--- config.mk ---
export PLATFORM = sky130hd
export DESIGN_NAME = sim_interrupt_lowpower_control
export DESIGN_NICKNAME = d
export VERILOG_FILES = /design/src/rtl/sim_irq_pkg.sv /design/src/rtl/irq_arb_if.sv /design/src/rtl/irq_priority_arbiter.sv /design/src/rtl/stop_recovery_timer.sv /design/src/rtl/sim_interrupt_lowpower_control.sv
export SDC_FILE = /design/constraint.sdc
export NUM_CORES = 1
export LEC_CHECK = 0
export ABC_AREA = 0
export BUFFER_PORTS_ARGS = -buffer_cell sky130_fd_sc_hd__buf_2
export CAP_MARGIN = 25
export CORE_ASPECT_RATIO = 0.8
export CORE_MARGIN = 3
export CORE_UTILIZATION = 52
export DETAILED_ROUTE_END_ITERATION = 8
export GPL_ROUTABILITY_DRIVEN = 1
export PLACE_DENSITY_LB_ADDON = 0.3
export SYNTH_ARGS = -nofsm -noshare
export SYNTH_HDL_FRONTEND = slang
export SYNTH_SLANG_ARGS = --single-unit
export TNS_END_PERCENT = 100
--- constraint.sdc ---
create_clock -name i_clk -period 4.5 [get_ports i_clk]
set_clock_uncertainty 0.05 [all_clocks]
set_input_delay 1.35 -clock i_clk [delete_from_list [all_inputs] [get_ports i_clk]]
set_output_delay 1.35 -clock i_clk [all_outputs]
set_load 0.05 [all_outputs]
--- src/rtl/sim_irq_pkg.sv ---
// Constants and types for the interrupt and low-power control block
package sim_irq_pkg;
  localparam int NUM_SRC = 13;
  localparam int ADDR_W = 20;
  // Register indices; byte address is four times the index
  localparam logic [15:0] IDX_BREAK_STATUS = 16'hfe00;
  localparam logic [15:0] IDX_BREAK_FLAG_CTRL = 16'hfe03;
  localparam logic [15:0] IDX_STATUS_HIGH = 16'hfe04;
  localparam logic [15:0] IDX_STATUS_MID = 16'hfe05;
  localparam logic [15:0] IDX_STATUS_LOW = 16'hfe06;
  localparam logic [15:0] IDX_CONFIG_ONE = 16'h001f;
  // Field positions
  localparam int BIT_STOPWAIT_FLAG = 1;
  localparam int BIT_BREAK_CLEAR_EN = 7;
  localparam int BIT_SHORT_RECOVERY = 7;
  localparam int BIT_WATCHDOG_DISABLE = 0;
  // Reset values
  localparam logic [7:0] RST_STATUS = 8'h00;
  localparam logic [7:0] RST_CONFIG_ONE = 8'h00;
  // Vectors, upper byte address of each pair
  localparam logic [15:0] VEC_RESET = 16'hfffe;
  localparam logic [15:0] VEC_SWI = 16'hfffc;
  localparam logic [15:0] VEC_TABLE [NUM_SRC] = '{
    16'hfffa, 16'hfff6, 16'hfff4, 16'hfff2, 16'hfff0, 16'hffee, 16'hffec,
    16'hffe8, 16'hffe6, 16'hffe4, 16'hffe2, 16'hffe0, 16'hffde};
  // Source indices in priority order, 0 highest
  localparam int SRC_PIN = 0;
  localparam int SRC_T1_CH0 = 1;
  localparam int SRC_T1_CH1 = 2;
  localparam int SRC_T1_OVF = 3;
  localparam int SRC_T2_CH0 = 4;
  localparam int SRC_T2_CH1 = 5;
  localparam int SRC_T2_OVF = 6;
  localparam int SRC_TWOWIRE = 7;
  localparam int SRC_SCI_ERR = 8;
  localparam int SRC_SCI_RX = 9;
  localparam int SRC_SCI_TX = 10;
  localparam int SRC_KEYPAD = 11;
  localparam int SRC_CONVERTER = 12;
  // Stop recovery in internal oscillator cycles
  localparam int RECOVERY_LONG = 4096;
  localparam int RECOVERY_SHORT = 32;
  localparam int CNT_W = 13;
  localparam logic [1:0] RESP_OKAY = 2'b00;
  localparam logic [1:0] RESP_SLVERR = 2'b10;
  typedef enum logic [3:0] {
    PWR_RUN = 4'b0001,
    PWR_WAIT = 4'b0010,
    PWR_STOP = 4'b0100,
    PWR_RECOVER = 4'b1000
  } power_state_t;
endpackage

--- src/rtl/irq_arb_if.sv ---
// Request lines and arbitration result between control and arbiter
`timescale 1ns/1ps
interface irq_arb_if;
  logic [sim_irq_pkg::NUM_SRC-1:0] req;
  logic any;
  logic [3:0] index;
  logic [15:0] vector;
  modport ctrl (output req, input any, index, vector);
  modport arb (input req, output any, index, vector);
endinterface

--- src/rtl/irq_priority_arbiter.sv ---
// Fixed priority encoder over the maskable sources
`timescale 1ns/1ps
module irq_priority_arbiter (
  irq_arb_if.arb bus
);
  logic [3:0] win;
  always_comb
  begin
    win = 4'h0;
    // Walk from lowest to highest so the highest pending wins
    for (int k = sim_irq_pkg::NUM_SRC - 1; k >= 0; k--)
    begin
      if (bus.req[k])
      begin
        win = 4'(k);
      end
    end
  end
  assign bus.any = |bus.req;
  assign bus.index = win;
  assign bus.vector = sim_irq_pkg::VEC_TABLE[win];
endmodule // irq_priority_arbiter

--- src/rtl/stop_recovery_timer.sv ---
// Saturating counter timing the stop recovery on oscillator ticks
`timescale 1ns/1ps
module stop_recovery_timer #(
  parameter int LONG_COUNT = sim_irq_pkg::RECOVERY_LONG
) (
  input wire logic i_clk,
  input wire logic i_rst,
  input wire logic i_hold,
  input wire logic i_tick,
  input wire logic i_short,
  output logic o_done
);
  localparam logic [sim_irq_pkg::CNT_W-1:0] LONG_N = sim_irq_pkg::CNT_W'(LONG_COUNT);
  localparam logic [sim_irq_pkg::CNT_W-1:0] SHORT_N =
    sim_irq_pkg::CNT_W'(sim_irq_pkg::RECOVERY_SHORT);
  logic [sim_irq_pkg::CNT_W-1:0] count_reg;
  logic [sim_irq_pkg::CNT_W-1:0] limit;
  assign limit = i_short ? SHORT_N : LONG_N;
  always_ff @(posedge i_clk)
  begin
    if (i_rst || i_hold)
    begin
      count_reg <= '0;
    end
    else if (i_tick && count_reg != limit)
    begin
      count_reg <= count_reg + {{(sim_irq_pkg::CNT_W - 1){1'b0}}, 1'b1};
    end
  end
  assign o_done = !i_hold && count_reg == limit;
endmodule // stop_recovery_timer

--- src/rtl/sim_interrupt_lowpower_control.sv ---
// Interrupt vectoring, status flags, break and low-power control
`timescale 1ns/1ps
module sim_interrupt_lowpower_control #(
  parameter int RECOVERY_LONG_COUNT = sim_irq_pkg::RECOVERY_LONG
) (
  input wire logic i_clk,
  input wire logic i_rst,
  input wire logic [sim_irq_pkg::NUM_SRC-1:0] i_src_flag,
  input wire logic [sim_irq_pkg::NUM_SRC-1:0] i_src_enable,
  input wire logic i_reset_req,
  input wire logic i_break_req,
  input wire logic i_break_exit,
  input wire logic i_ccr_mask,
  input wire logic i_insn_boundary,
  input wire logic i_swi_exec,
  input wire logic i_vector_fetched,
  input wire logic i_wait_exec,
  input wire logic i_stop_exec,
  input wire logic i_internal_osc_clock_tick,
  output logic o_vector_valid,
  output logic [15:0] o_vector,
  output logic o_stack_start,
  output logic o_clear_mask,
  output logic o_cpu_clk_en,
  output logic o_periph_clk_en,
  output logic o_osc_out_en,
  output logic o_watchdog_run,
  output logic o_break_active,
  output logic o_flag_clear_allow,
  input wire logic [sim_irq_pkg::ADDR_W-1:0] i_awaddr,
  input wire logic i_awvalid,
  output logic o_awready,
  input wire logic [31:0] i_wdata,
  input wire logic [3:0] i_wstrb,
  input wire logic i_wvalid,
  output logic o_wready,
  output logic [1:0] o_bresp,
  output logic o_bvalid,
  input wire logic i_bready,
  input wire logic [sim_irq_pkg::ADDR_W-1:0] i_araddr,
  input wire logic i_arvalid,
  output logic o_arready,
  output logic [31:0] o_rdata,
  output logic [1:0] o_rresp,
  output logic o_rvalid,
  input wire logic i_rready
);
  irq_arb_if arb_bus ();
  sim_irq_pkg::power_state_t pwr_reg;
  logic [sim_irq_pkg::NUM_SRC-1:0] req;
  logic [sim_irq_pkg::NUM_SRC-1:0] status_reg;
  logic latch_valid_reg;
  logic [15:0] latch_vector_reg;
  logic break_active_reg;
  logic break_pending_reg;
  logic swi_pending_reg;
  logic break_clear_enable_reg;
  logic stopwait_flag_reg;
  logic [7:0] config_one_reg;
  logic vector_valid_reg;
  logic [15:0] vector_reg;
  logic stack_start_reg;
  logic clear_mask_reg;
  logic wake;
  logic recovery_done;
  logic stop_hold;
  // Bus slave state
  logic aw_held_reg;
  logic w_held_reg;
  logic [sim_irq_pkg::ADDR_W-1:0] awaddr_reg;
  logic [31:0] wdata_reg;
  logic [3:0] wstrb_reg;
  logic bvalid_reg;
  logic [1:0] bresp_reg;
  logic rvalid_reg;
  logic [31:0] rdata_reg;
  logic [1:0] rresp_reg;
  logic do_write;
  logic [15:0] widx;
  logic [15:0] ridx;
  logic [7:0] status_high;
  logic [7:0] status_mid;
  logic [7:0] status_low;

  // Pending request needs the source's own enable
  assign req = i_src_flag & i_src_enable;
  assign arb_bus.req = req;

  irq_priority_arbiter u_arb (
    .bus(arb_bus)
  );

  assign stop_hold = pwr_reg == sim_irq_pkg::PWR_STOP;

  stop_recovery_timer #(
    .LONG_COUNT(RECOVERY_LONG_COUNT)
  ) u_timer (
    .i_clk(i_clk),
    .i_rst(i_rst),
    .i_hold(stop_hold),
    .i_tick(i_internal_osc_clock_tick),
    .i_short(config_one_reg[sim_irq_pkg::BIT_SHORT_RECOVERY]),
    .o_done(recovery_done)
  );

  // Status flags mirror the pending requests
  always_ff @(posedge i_clk)
  begin
    if (i_rst)
    begin
      status_reg <= '0;
    end
    else
    begin
      status_reg <= req;
    end
  end

  assign status_high = {status_reg[sim_irq_pkg::SRC_T2_CH0], status_reg[sim_irq_pkg::SRC_T1_OVF],
    status_reg[sim_irq_pkg::SRC_T1_CH1], status_reg[sim_irq_pkg::SRC_T1_CH0], 1'b0,
    status_reg[sim_irq_pkg::SRC_PIN], 2'b00};
  assign status_mid = {status_reg[sim_irq_pkg::SRC_KEYPAD], status_reg[sim_irq_pkg::SRC_SCI_TX],
    status_reg[sim_irq_pkg::SRC_SCI_RX], status_reg[sim_irq_pkg::SRC_SCI_ERR],
    status_reg[sim_irq_pkg::SRC_TWOWIRE], 1'b0, status_reg[sim_irq_pkg::SRC_T2_OVF],
    status_reg[sim_irq_pkg::SRC_T2_CH1]};
  assign status_low = {7'h00, status_reg[sim_irq_pkg::SRC_CONVERTER]};

  // Latched maskable interrupt, frozen until its vector is fetched
  always_ff @(posedge i_clk)
  begin
    if (i_rst || i_reset_req)
    begin
      latch_valid_reg <= 1'b0;
      latch_vector_reg <= 16'h0000;
    end
    else if (latch_valid_reg)
    begin
      if (i_vector_fetched && !i_reset_req && !break_pending_reg && !swi_pending_reg)
      begin
        latch_valid_reg <= 1'b0;
      end
    end
    else if (i_insn_boundary && !i_ccr_mask && arb_bus.any)
    begin
      latch_valid_reg <= 1'b1;
      latch_vector_reg <= arb_bus.vector;
    end
  end

  // Software interrupt ignores the mask
  always_ff @(posedge i_clk)
  begin
    if (i_rst || i_reset_req)
    begin
      swi_pending_reg <= 1'b0;
    end
    else if (i_swi_exec)
    begin
      swi_pending_reg <= 1'b1;
    end
    else if (i_vector_fetched && !break_pending_reg)
    begin
      swi_pending_reg <= 1'b0;
    end
  end

  // Break forces the software interrupt vector and marks break mode
  always_ff @(posedge i_clk)
  begin
    if (i_rst || i_reset_req)
    begin
      break_pending_reg <= 1'b0;
      break_active_reg <= 1'b0;
    end
    else
    begin
      if (i_break_req && !break_active_reg)
      begin
        break_pending_reg <= 1'b1;
        break_active_reg <= 1'b1;
      end
      else if (i_vector_fetched)
      begin
        break_pending_reg <= 1'b0;
      end
      if (i_break_exit && !i_break_req)
      begin
        break_active_reg <= 1'b0;
      end
    end
  end

  // Vector selection: reset, then break or software, then latched source
  always_ff @(posedge i_clk)
  begin
    if (i_rst)
    begin
      vector_valid_reg <= 1'b0;
      vector_reg <= sim_irq_pkg::VEC_RESET;
    end
    else if (i_reset_req)
    begin
      vector_valid_reg <= 1'b1;
      vector_reg <= sim_irq_pkg::VEC_RESET;
    end
    else if (break_pending_reg || swi_pending_reg)
    begin
      vector_valid_reg <= 1'b1;
      vector_reg <= sim_irq_pkg::VEC_SWI;
    end
    else
    begin
      vector_valid_reg <= latch_valid_reg;
      vector_reg <= latch_valid_reg ? latch_vector_reg : sim_irq_pkg::VEC_RESET;
    end
  end

  assign wake = |req || i_break_req || i_reset_req;

  // Power state machine
  always_ff @(posedge i_clk)
  begin
    if (i_rst)
    begin
      pwr_reg <= sim_irq_pkg::PWR_RUN;
    end
    else
    begin
      unique case (pwr_reg)
        sim_irq_pkg::PWR_RUN:
        begin
          if (i_stop_exec)
          begin
            pwr_reg <= sim_irq_pkg::PWR_STOP;
          end
          else if (i_wait_exec)
          begin
            pwr_reg <= sim_irq_pkg::PWR_WAIT;
          end
        end
        sim_irq_pkg::PWR_WAIT:
        begin
          if (wake)
          begin
            pwr_reg <= sim_irq_pkg::PWR_RUN;
          end
        end
        sim_irq_pkg::PWR_STOP:
        begin
          if (wake)
          begin
            pwr_reg <= sim_irq_pkg::PWR_RECOVER;
          end
        end
        sim_irq_pkg::PWR_RECOVER:
        begin
          if (recovery_done)
          begin
            pwr_reg <= sim_irq_pkg::PWR_RUN;
          end
        end
        default:
        begin
          pwr_reg <= sim_irq_pkg::PWR_RUN;
        end
      endcase
    end
  end

  // Stacking strobe after wake from wait by an enabled request, or after completed recovery
  always_ff @(posedge i_clk)
  begin
    if (i_rst)
    begin
      stack_start_reg <= 1'b0;
    end
    else
    begin
      stack_start_reg <= (pwr_reg == sim_irq_pkg::PWR_WAIT && |req) ||
        (pwr_reg == sim_irq_pkg::PWR_RECOVER && recovery_done);
    end
  end

  always_ff @(posedge i_clk)
  begin
    if (i_rst)
    begin
      clear_mask_reg <= 1'b0;
    end
    else
    begin
      clear_mask_reg <= pwr_reg == sim_irq_pkg::PWR_RUN && (i_wait_exec || i_stop_exec);
    end
  end

  // Break during wait or stop; a set in the same cycle beats the clear
  always_ff @(posedge i_clk)
  begin
    if (i_rst || i_reset_req)
    begin
      stopwait_flag_reg <= 1'b0;
    end
    else if (i_break_req && (pwr_reg == sim_irq_pkg::PWR_WAIT ||
      pwr_reg == sim_irq_pkg::PWR_STOP))
    begin
      stopwait_flag_reg <= 1'b1;
    end
    else if (do_write && widx == sim_irq_pkg::IDX_BREAK_STATUS && wstrb_reg[0] &&
      !wdata_reg[sim_irq_pkg::BIT_STOPWAIT_FLAG])
    begin
      stopwait_flag_reg <= 1'b0;
    end
  end

  // Software written control bits
  always_ff @(posedge i_clk)
  begin
    if (i_rst)
    begin
      break_clear_enable_reg <= 1'b0;
      config_one_reg <= sim_irq_pkg::RST_CONFIG_ONE;
    end
    else if (do_write && wstrb_reg[0])
    begin
      if (widx == sim_irq_pkg::IDX_BREAK_FLAG_CTRL)
      begin
        break_clear_enable_reg <= wdata_reg[sim_irq_pkg::BIT_BREAK_CLEAR_EN];
      end
      if (widx == sim_irq_pkg::IDX_CONFIG_ONE)
      begin
        config_one_reg <= wdata_reg[7:0];
      end
    end
  end

  // Clock and oscillator gating from the power state
  assign o_cpu_clk_en = pwr_reg == sim_irq_pkg::PWR_RUN;
  assign o_periph_clk_en = pwr_reg == sim_irq_pkg::PWR_RUN ||
    pwr_reg == sim_irq_pkg::PWR_WAIT;
  assign o_osc_out_en = o_periph_clk_en;
  assign o_watchdog_run = !config_one_reg[sim_irq_pkg::BIT_WATCHDOG_DISABLE] &&
    o_periph_clk_en;
  // Peripherals gate both steps of their clear sequences with this
  assign o_flag_clear_allow = !break_active_reg || break_clear_enable_reg;
  assign o_break_active = break_active_reg;
  assign o_vector_valid = vector_valid_reg;
  assign o_vector = vector_reg;
  assign o_stack_start = stack_start_reg;
  assign o_clear_mask = clear_mask_reg;

  // AXI4-Lite write path: address and data in either order
  assign o_awready = !aw_held_reg && !bvalid_reg;
  assign o_wready = !w_held_reg && !bvalid_reg;
  assign do_write = aw_held_reg && w_held_reg && !bvalid_reg;
  assign widx = awaddr_reg[17:2];

  always_ff @(posedge i_clk)
  begin
    if (i_rst)
    begin
      aw_held_reg <= 1'b0;
      w_held_reg <= 1'b0;
      awaddr_reg <= '0;
      wdata_reg <= 32'h0000_0000;
      wstrb_reg <= 4'h0;
    end
    else
    begin
      if (i_awvalid && o_awready)
      begin
        aw_held_reg <= 1'b1;
        awaddr_reg <= i_awaddr;
      end
      else if (do_write)
      begin
        aw_held_reg <= 1'b0;
      end
      if (i_wvalid && o_wready)
      begin
        w_held_reg <= 1'b1;
        wdata_reg <= i_wdata;
        wstrb_reg <= i_wstrb;
      end
      else if (do_write)
      begin
        w_held_reg <= 1'b0;
      end
    end
  end

  always_ff @(posedge i_clk)
  begin
    if (i_rst)
    begin
      bvalid_reg <= 1'b0;
      bresp_reg <= sim_irq_pkg::RESP_OKAY;
    end
    else if (do_write)
    begin
      bvalid_reg <= 1'b1;
      // Interrupt status registers accept and ignore writes
      unique case (widx)
        sim_irq_pkg::IDX_BREAK_STATUS, sim_irq_pkg::IDX_BREAK_FLAG_CTRL,
        sim_irq_pkg::IDX_STATUS_HIGH, sim_irq_pkg::IDX_STATUS_MID,
        sim_irq_pkg::IDX_STATUS_LOW, sim_irq_pkg::IDX_CONFIG_ONE:
          bresp_reg <= sim_irq_pkg::RESP_OKAY;
        default:
          bresp_reg <= sim_irq_pkg::RESP_SLVERR;
      endcase
    end
    else if (i_bready)
    begin
      bvalid_reg <= 1'b0;
    end
  end

  assign o_bvalid = bvalid_reg;
  assign o_bresp = bresp_reg;

  // AXI4-Lite read path
  assign o_arready = !rvalid_reg;
  assign ridx = i_araddr[17:2];

  always_ff @(posedge i_clk)
  begin
    if (i_rst)
    begin
      rvalid_reg <= 1'b0;
      rdata_reg <= 32'h0000_0000;
      rresp_reg <= sim_irq_pkg::RESP_OKAY;
    end
    else if (i_arvalid && o_arready)
    begin
      rvalid_reg <= 1'b1;
      rresp_reg <= sim_irq_pkg::RESP_OKAY;
      unique case (ridx)
        sim_irq_pkg::IDX_BREAK_STATUS:
          rdata_reg <= {30'h0000_0000, stopwait_flag_reg, 1'b0};
        sim_irq_pkg::IDX_BREAK_FLAG_CTRL:
          rdata_reg <= {24'h00_0000, break_clear_enable_reg, 7'h00};
        sim_irq_pkg::IDX_STATUS_HIGH:
          rdata_reg <= {24'h00_0000, status_high};
        sim_irq_pkg::IDX_STATUS_MID:
          rdata_reg <= {24'h00_0000, status_mid};
        sim_irq_pkg::IDX_STATUS_LOW:
          rdata_reg <= {24'h00_0000, status_low};
        sim_irq_pkg::IDX_CONFIG_ONE:
          rdata_reg <= {24'h00_0000, config_one_reg};
        default:
        begin
          rdata_reg <= 32'h0000_0000;
          rresp_reg <= sim_irq_pkg::RESP_SLVERR;
        end
      endcase
    end
    else if (i_rready)
    begin
      rvalid_reg <= 1'b0;
    end
  end

  assign o_rvalid = rvalid_reg;
  assign o_rdata = rdata_reg;
  assign o_rresp = rresp_reg;
endmodule // sim_interrupt_lowpower_control

==> impl_metrics.ini, run 1 <==
[run_status]
status = finished clean

[global_routing]
grt_use_total_pct = 21.76
grt_pass1_wl_um = 17760
grt_max_degree = 46
antenna_found_initial = 0
gr-total-overflow = 0
grt_pass1_vias = 3876

[timing]
fmax_ghz = 0.3149
slew_violations = 0
hold_viol = 0
timing_worst_slew_pin_value_ps = 601.0
period_needed_ps = 3176
finalCritPeriodShare_pct = 70.58
setup_ws_ps = 1324
setup_viol = 0
tns_ps = 0
rsz0062_at_grt = no
max-slew-margin-rel_pct = 59.56

[pwr]
ir_drop_mv = 0.1688
p_per_area_nw_per_um2 = 344.7
power_leakage_nw = 2.192

[detailed_routing]
ant_nets = 0
drcViolationCount = 0
viasPerCell = 5.363
wire_per_inst_um = 14.21
drt-total-wl_um = 10910
firstDrtPassIters = 5
first_iter_violations = 297
vias = 4119

[clocking]
clockBufferDepth = 2
cts_root_buffer = clkbuf_8
numCtsBuffers = 9
cts_tree = done
cts_setup_buffers = 0
h-tree-depth = 3
clk_latency_ps = 360
cts-resized-gates = 0
ctsHoldBuffers = 0
clk_pin_slew_worst_paths_ps = 90
cts_sinks = 98

[yosys]
syn-instance-count = 553
async_reset_ff_share_pct = 0
syn_area_um2 = 4544
yosysTopAreaCell = dfxtp_1
synth_cell_type_count = 56
synth_area_leaders = dfxtp_1 (43%), nand2_1 (7.8%), buf_4 (6.1%), a21oi_1 (6.1%), nor2_1 (4.0%)
synth_edf_count = 0
seq_area_frac_synth_pct = 43.17
ys_ff_latch = 98
synthFlopType = dfxtp_1
synth_top_area_share_pct = 43.17
postSynthAreaPerCell_um2 = 8.218
ys_warn_count = 0

[floorplan]
row_count = 29
boundaryPins = 185
fp.dieH_um = 89.62
start_util_pct = 55.42
fp.coreArea_um2 = 8200
fp.dieW_um = 110.5
die-area_um2 = 9904

[worst_setup_path]
cp_max_fo = 7
critPathLaunchType = register
crit_required_ps = 3100
crit_path_end_kind = primary output
rr_worst_depth = 5
worstSetupPathType = reg2out
critPathArrivalTime_ps = 1780

[finish]
final_cell_mix = buf_2 (122), dfxtp_1 (98), nand2_1 (94)
seq_area_um2 = 1962
layout-drive-gt1-share_pct = 22.88
nNetsFinal = 781
final_common_cell = buf_2
largest_reg_flops = 16
multiInputGateArea_um2 = 2291
areaGrowthSynthToFinish_pct = 15.12
num_antenna_cells = 0
stdcell_count = 768
n_fill_cell = 738

[placement]
dp_hpwl_um = 8466
port_buffers = 122
place_ws_ps = 1306
gp_congestion = 0.9099
placed_cells = 753

[hold_path]
worst_hold_path_type = reg2reg
hold-path-cell-count = 2

[run]
drv_cap = 0
## area by class of cell
class / count / share of cell area (%)
inverters: 9 / 0.6458
multi-input cells: 415 / 43.79
flip-flops and latches: 98 / 37.50
well taps: 108 / 2.583
clock inverters: 6 / 1.292
clock buffers: 9 / 2.368
repair buffers: 123 / 11.82
## cell usage after synthesis, types with 8 or more instances
library cell	count
inv_1	9
nand4_1	8
and3_1	8
clkbuf_1	15
dfxtp_1	98
nor2_1	48
buf_4	37
nand2b_1	12
a22oi_1	9
nand3_1	18
a21oi_1	55
o21ai_0	24
nand2_1	94
## power breakdown
part,total (mW),switching (mW),internal [mW]
Clock,0.555,0.299,0.256
Sequential,0.926,0.0252,0.901
Combinational,0.322,0.227,0.0951
Total,1.80,0.552,1.25
## path summary, 6_finish.rpt
kind                                                   startpoint                              to  slack, ps
worst max-delay path                      pwr_reg[1]$_SDFFE_PP0P_                  o_watchdog_run       1320
worst min-delay path            latch_vector_reg[14]$_SDFFE_PP0P_         o_vector[14]$_SDFF_PP1_        400
worst max register to register         awaddr_reg[7]$_SDFFE_PP0P_  config_one_reg[3]$_SDFFE_PP0P_       2370
worst min register to register  latch_vector_reg[14]$_SDFFE_PP0P_         o_vector[14]$_SDFF_PP1_        400
## metal layers
metal,track usage (%),routed length (um),vias up
met1,27.08,4826,1902
met4,4.586,81,0
met2,39.04,5289,144
met5,0,0,-
li1,-,-,2064
met3,5.492,716,9
## through the flow
stage               hold slack [ps]  power, mW  area [um^2]  utilization (%)
floorplan                     354.3      1.197         4648                -
global placement              373.8      1.256         5040            61.46
detailed placement            374.4      1.265         5040            61.46
CTS                           393.9      1.811         5231            63.79
global route                  427.7      1.883         5231            63.79
finish                        396.5      1.803         5231            63.79
## worst max-delay path, cell delays in order (launching register included)
cell and delay (ps):
dfxtp_1 380, nor4b_2 440, or2_2 210, nor2b_1 120
buf_2 260
## cells by family after synthesis
logic type / count (synthesis) / share of synthesized area, %
muxes: 5 / 1.101
DFF: 98 / 43.17
other: 1 / 0.08252
AOI/OAI and AO/OA: 116 / 15.09
adders and majority gates: 6 / 1.652
and+or+nand+nor: 249 / 27.89
xor gates and xnor gates: 12 / 2.313
buffers and inverters: 66 / 8.700
Note: power is estimated with default switching activity, not from simulation.
==> run 2, diff against run 1 <==
--- a/config.mk
+++ b/config.mk
@@ -10,7 +10,7 @@
 export CAP_MARGIN = 25
 export CORE_ASPECT_RATIO = 0.8
 export CORE_MARGIN = 3
-export CORE_UTILIZATION = 52
+export CORE_UTILIZATION = 48
 export DETAILED_ROUTE_END_ITERATION = 8
 export GPL_ROUTABILITY_DRIVEN = 1
 export PLACE_DENSITY_LB_ADDON = 0.3
==> constraint.sdc (replaced) <==
create_clock -name i_clk -period 3.3 [get_ports i_clk]
set_clock_uncertainty 0.05 [all_clocks]
set_input_delay 0.99 -clock i_clk [delete_from_list [all_inputs] [get_ports i_clk]]
set_output_delay 0.99 -clock i_clk [all_outputs]
set_load 0.05 [all_outputs]
==> run 2 against run 1 <==
- routed wire length increased by 3.6%
- critical path depth is the same
- flip-flop and latch count unchanged
- sequential share of layout area fell by 1.1 points
- cell area is 3.1% higher
- hold slack worse by 6.8 ps
- via count up 1.4%
- highest routed layer unchanged
- clock power is 100% higher
- register-to-register slack got worse by 1200 ps
- largest cell class unchanged
- die area is 7.8% higher
- first-iteration DRC count down 5.4%
==> impl_metrics.ini, run 2 (synthesis gave the netlist of run 1 again) <==
[run_status]
status = finished clean

[detailed_routing]
vias = 4178
viasPerCell = 5.377
drcViolationCount = 0
ant_nets = 0
drt-total-wl_um = 11310
firstDrtPassIters = 5
wire_per_inst_um = 14.55
first_iter_violations = 281

[worst_setup_path]
crit_path_top_delay_cell = dfxtp_1
crit_path_end_kind = primary output
critical_path_buf_inv_count = 1
r2r_slack_ps = 1150
crit_required_ps = 2260
r2r-start = awaddr_reg[7]$_SDFFE_PP0P_
crit_family = simple AND/OR/NAND/NOR gates
critPathLaunchType = register
slowest_delay_ps = 490
critPathArrivalTime_ps = 1710
rr_worst_depth = 5
rr_endpoint = config_one_reg[3]$_SDFFE_PP0P_
cp_max_fo = 7
crit_chain = nor4b_1, or2_2, nor2b_2, buf_2
worstSetupPathType = reg2out

[clocking]
cts_setup_buffers = 0
ctsHoldBuffers = 0
clockBufferDepth = 2
cts_tree = done
clk_latency_ps = 340
clk_pin_slew_worst_paths_ps = 70
cts_root_buffer = clkbuf_16
cts-resized-gates = 0
h-tree-depth = 3
cts_sinks = 98
numCtsBuffers = 9

[finish]
largest_reg_flops = 16
final_cell_mix = buf_2 (122), dfxtp_1 (98), nand2_1 (94)
final_common_cell = buf_2
num_antenna_cells = 0
areaGrowthSynthToFinish_pct = 18.67
nNetsFinal = 782
multiInputGateArea_um2 = 2302
layout-drive-gt1-share_pct = 23.26
n_fill_cell = 830
post-route-util_pct = 58.91
seq_area_um2 = 1962

[timing]
tns_ps = 0
finalCritPeriodShare_pct = 83.48
setup_viol = 0
hold_viol = 0
timing_worst_slew_pin_value_ps = 752.8
slew_violations = 0
fmax_ghz = 0.3630
max-slew-margin-rel_pct = 49.81
rsz0062_at_grt = no
whs_ps = 389.7
period_needed_ps = 2755

[placement]
dp_hpwl_um = 8575
port_buffers = 122
gp_congestion = 0.9316

[floorplan]
fp.coreArea_um2 = 9154
fp.dieH_um = 93.03
boundaryPins = 185
start_util_pct = 49.64
fp.dieW_um = 114.8
row_count = 31
die-area_um2 = 10680

[run]
drv_cap = 0

[pwr]
power_leakage_nw = 2.277
ir_drop_mv = 0.3089
p_per_area_nw_per_um2 = 527.4

[global_routing]
grt_pass1_wl_um = 18150
grt_use_total_pct = 20.77
gr-total-overflow = 0
grt_max_degree = 43
grt_pass1_vias = 3968
antenna_found_initial = 0

[hold_path]
hp-start = latch_vector_reg[5]$_SDFFE_PP0P_
hold-path-cell-count = 1
hold_end = o_vector[5]$_SDFF_PP1_
worst_hold_path_type = reg2reg
[run 2: worst reg2reg max path, delay by kind of cell (launching register included)]
kind	cells	cell delay (ps)
DFF	1	310
muxes	1	200
and+or+nand+nor	4	1440
[run 2: power by group]
group	total (mW)	leakage (nW)	switching, mW	internal (mW)
clock network	1.13	0.160	0.464	0.671
registers	1.26	0.800	0.0355	1.23
logic	0.444	1.32	0.312	0.132
total	2.84	2.28	0.811	2.03
[run 2: layout make-up]
type | instances | share of cell area (%)
clock buffer | 9 | 4.176
clock inverter | 7 | 1.856
timing repair buffer | 124 | 11.60
tap | 115 | 2.668
multi-input combinational | 415 | 42.69
inverter | 9 | 0.6265
sequential | 98 | 36.38
[run 2: metal layers]
layer / GRT usage [%] / wire [um] / up-vias
met5: 0 / 0 / -
met4: 4.888 / 107 / 0
met3: 4.851 / 607 / 11
met2: 34.25 / 5325 / 133
met1: 27.68 / 5269 / 1966
li1: - / - / 2068
[run 2: worst max path at each step]
stage	start	endpoint	cells past startpoint
global route	pwr_reg[1]$_SDFFE_PP0P_	o_watchdog_run	4
floorplan	pwr_reg[1]$_SDFFE_PP0P_	o_watchdog_run	3
global placement	i_src_flag[10]	latch_vector_reg[4]$_SDFFE_PP0P_	8
CTS	pwr_reg[1]$_SDFFE_PP0P_	o_watchdog_run	4
detailed placement	i_src_flag[10]	latch_vector_reg[4]$_SDFFE_PP0P_	8
finish	pwr_reg[1]$_SDFFE_PP0P_	o_watchdog_run	4
[run 2: metrics by stage]
| stage | instances | worst slack (ps) | cell area [um^2] | power (mW) |
|---|---|---|---|---|
| floorplan | 579 | 219.3 | 4659 | 1.635 |
| finish | 777 | 545.1 | 5393 | 2.844 |
| global route | 777 | 388.9 | 5393 | 2.952 |
| detailed placement | 761 | 445.5 | 5067 | 1.731 |
| global placement | 761 | 482.2 | 5067 | 1.718 |
| CTS | 777 | 535.2 | 5393 | 2.854 |
==> run 3, diff against run 2 <==
--- a/config.mk
+++ b/config.mk
@@ -10,7 +10,7 @@
 export CAP_MARGIN = 25
 export CORE_ASPECT_RATIO = 0.8
 export CORE_MARGIN = 3
-export CORE_UTILIZATION = 48
+export CORE_UTILIZATION = 44
 export DETAILED_ROUTE_END_ITERATION = 8
 export GPL_ROUTABILITY_DRIVEN = 1
 export PLACE_DENSITY_LB_ADDON = 0.3
==> constraint.sdc (replaced) <==
create_clock -name i_clk -period 2.47 [get_ports i_clk]
set_clock_uncertainty 0.05 [all_clocks]
set_input_delay 0.741 -clock i_clk [delete_from_list [all_inputs] [get_ports i_clk]]
set_output_delay 0.741 -clock i_clk [all_outputs]
set_load 0.05 [all_outputs]
==> run 3 against run 2 <==
- critical path depth unchanged
- sequential power is 34% higher
- first-iteration DRC count grew 5.3%
- global-route usage decreased by 1.6 points
- flip-flop and latch count did not move
- die area grew 8.5%
- critical path type unchanged
- largest power group is now clock
- highest routed layer unchanged
==> impl_metrics.ini, run 3 (synthesis gave the netlist of run 1 again) <==
[finish]
final_common_cell = buf_2
n_fill_cell = 934
areaGrowthSynthToFinish_pct = 22.88
final_cell_mix = buf_2 (121), dfxtp_1 (97), nand2_1 (94)
num_antenna_cells = 0
layout-drive-gt1-share_pct = 25.04
largest_reg_flops = 16
nNetsFinal = 795

[worst_setup_path]
critical_path_buf_inv_count = 1
r2r_slack_ps = 340
crit_family = simple AND/OR/NAND/NOR gates
cp_max_fo = 5
critPathLaunchType = register
slowest_delay_ps = 370
crit_required_ps = 1680
worstSetupPathType = reg2out
crit_chain = nor4b_2, or2_4, nor2b_4, clkbuf_4
worstSetupStartpoint = pwr_reg[3]$_SDFFE_PP0P_
crit_path_top_delay_cell = dfxtp_1
rr_worst_depth = 5
rr_endpoint = config_one_reg[3]$_SDFFE_PP0P_
r2r-start = awaddr_reg[7]$_SDFFE_PP0P_
crit_path_end_kind = primary output
critPathArrivalTime_ps = 1570

[pwr]
power_leakage_nw = 2.365
swShare_pct = 26.57
p_per_area_nw_per_um2 = 723.5
p_switching_mw = 1.074
p_total_mw = 4.040
internal_power_mw = 2.966
clkPwrFrac_pct = 42.7
seqPwrFrac_pct = 41.8
comb_power_share_pct = 15.4
ir_drop_mv = 0.3314

[floorplan]
fp.coreArea_um2 = 9849
start_util_pct = 46.14
row_count = 32
fp.dieH_um = 96.90
die-area_um2 = 11590
fp.dieW_um = 119.6
boundaryPins = 185

[clocking]
cts_sinks = 98
clk_latency_ps = 340
clk_pin_slew_worst_paths_ps = 60
ctsHoldBuffers = 0
cts_tree = done
numCtsBuffers = 9
cts_root_buffer = clkbuf_16
clockBufferDepth = 2
h-tree-depth = 3

[global_routing]
grt_pass1_vias = 3906
grt_use_total_pct = 19.17
grt_max_degree = 38
gr-total-overflow = 0
grt_pass1_wl_um = 18320
antenna_found_initial = 0

[timing]
setup_viol = 0
fmax_ghz = 0.4227
period_needed_ps = 2366
slew_violations = 0
finalCritPeriodShare_pct = 95.78
hold_viol = 0
rsz0062_at_grt = no
max-slew-margin-rel_pct = 50.72
tns_ps = 0
timing_worst_slew_pin_value_ps = 732.4

[detailed_routing]
viasPerCell = 5.173
wire_per_inst_um = 14.25
drt-total-wl_um = 11560
ant_nets = 0
drcViolationCount = 0
firstDrtPassIters = 5
first_iter_violations = 296
vias = 4195

[run_status]
status = finished clean

[hold_path]
hp-start = latch_vector_reg[2]$_SDFFE_PP0P_
hold-path-cell-count = 1
hold_end = o_vector[2]$_SDFF_PP1_
worst_hold_path_type = reg2reg

[placement]
port_buffers = 122
dp_hpwl_um = 8732
gp_congestion = 0.9123

[run]
drv_cap = 0
run 3: per-layer routing:
layer / part of all wire (%) / track usage (%)
met1: 45 / 25.03
met2: 47 / 32.34
met3: 6.3 / 3.916
met4: 1.3 / 5.106
met5: 0 / 0
run 3: area by class of cell:
cell class	instances	area, um^2	share of cell area [%]
inverters	9	33.78	0.6050
multi-input cells	415	2316	41.47
well taps	136	170.2	3.047
clock buffers	10	239.0	4.280
repair buffers	137	725.7	13.00
clock inverters	6	136.4	2.442
flip-flops and latches	98	1963	35.16
run 3: worst register-to-register path, stage by stage (launching register included):
cell and delay, ps:
dfxtp_1 320, or4_4 540, or4_4 650, nor2_8 190, mux2i_1 220, nor2_1 50
run 3: worst max path at each step:
stage               slack, ps  depth (start not counted)                               end
floorplan                -120                          3                    o_watchdog_run
global placement          -70                          8  latch_vector_reg[4]$_SDFFE_PP0P_
detailed placement       -150                          8  latch_vector_reg[4]$_SDFFE_PP0P_
CTS                        30                          4                    o_watchdog_run
global route               30                          4                    o_watchdog_run
finish                    100                          4                    o_watchdog_run
run 3: repair_timing:
item | 4_1_cts | 5_1_grt
gates resized for setup | 1 | 1
pin swaps | 0 | 1
setup endpoints to repair | 1 | 1
buffers inserted | 0 | 1
run 3: power groups by stage:
stage	logic, mW	registers (mW)	clock network, mW
after floorplan	0.443	1.75	0
after global placement	0.600	1.72	0
after detailed placement	0.611	1.72	0
after CTS	0.614	1.69	1.75
after global routing	0.673	1.70	1.82
final	0.624	1.69	1.73
run 3: through the flow:
stage	util [%]	hold slack [ps]	setup slack [ps]	area, um^2	instances
after floorplan	-	354.3	-118.9	4668	579
after global placement	52.72	375.8	-65.85	5192	794
after detailed placement	52.72	373.4	-149.6	5192	794
after CTS	56.59	390.5	32.73	5574	810
after global routing	56.69	408.0	26.60	5584	811
final	56.69	392.3	104.2	5584	811
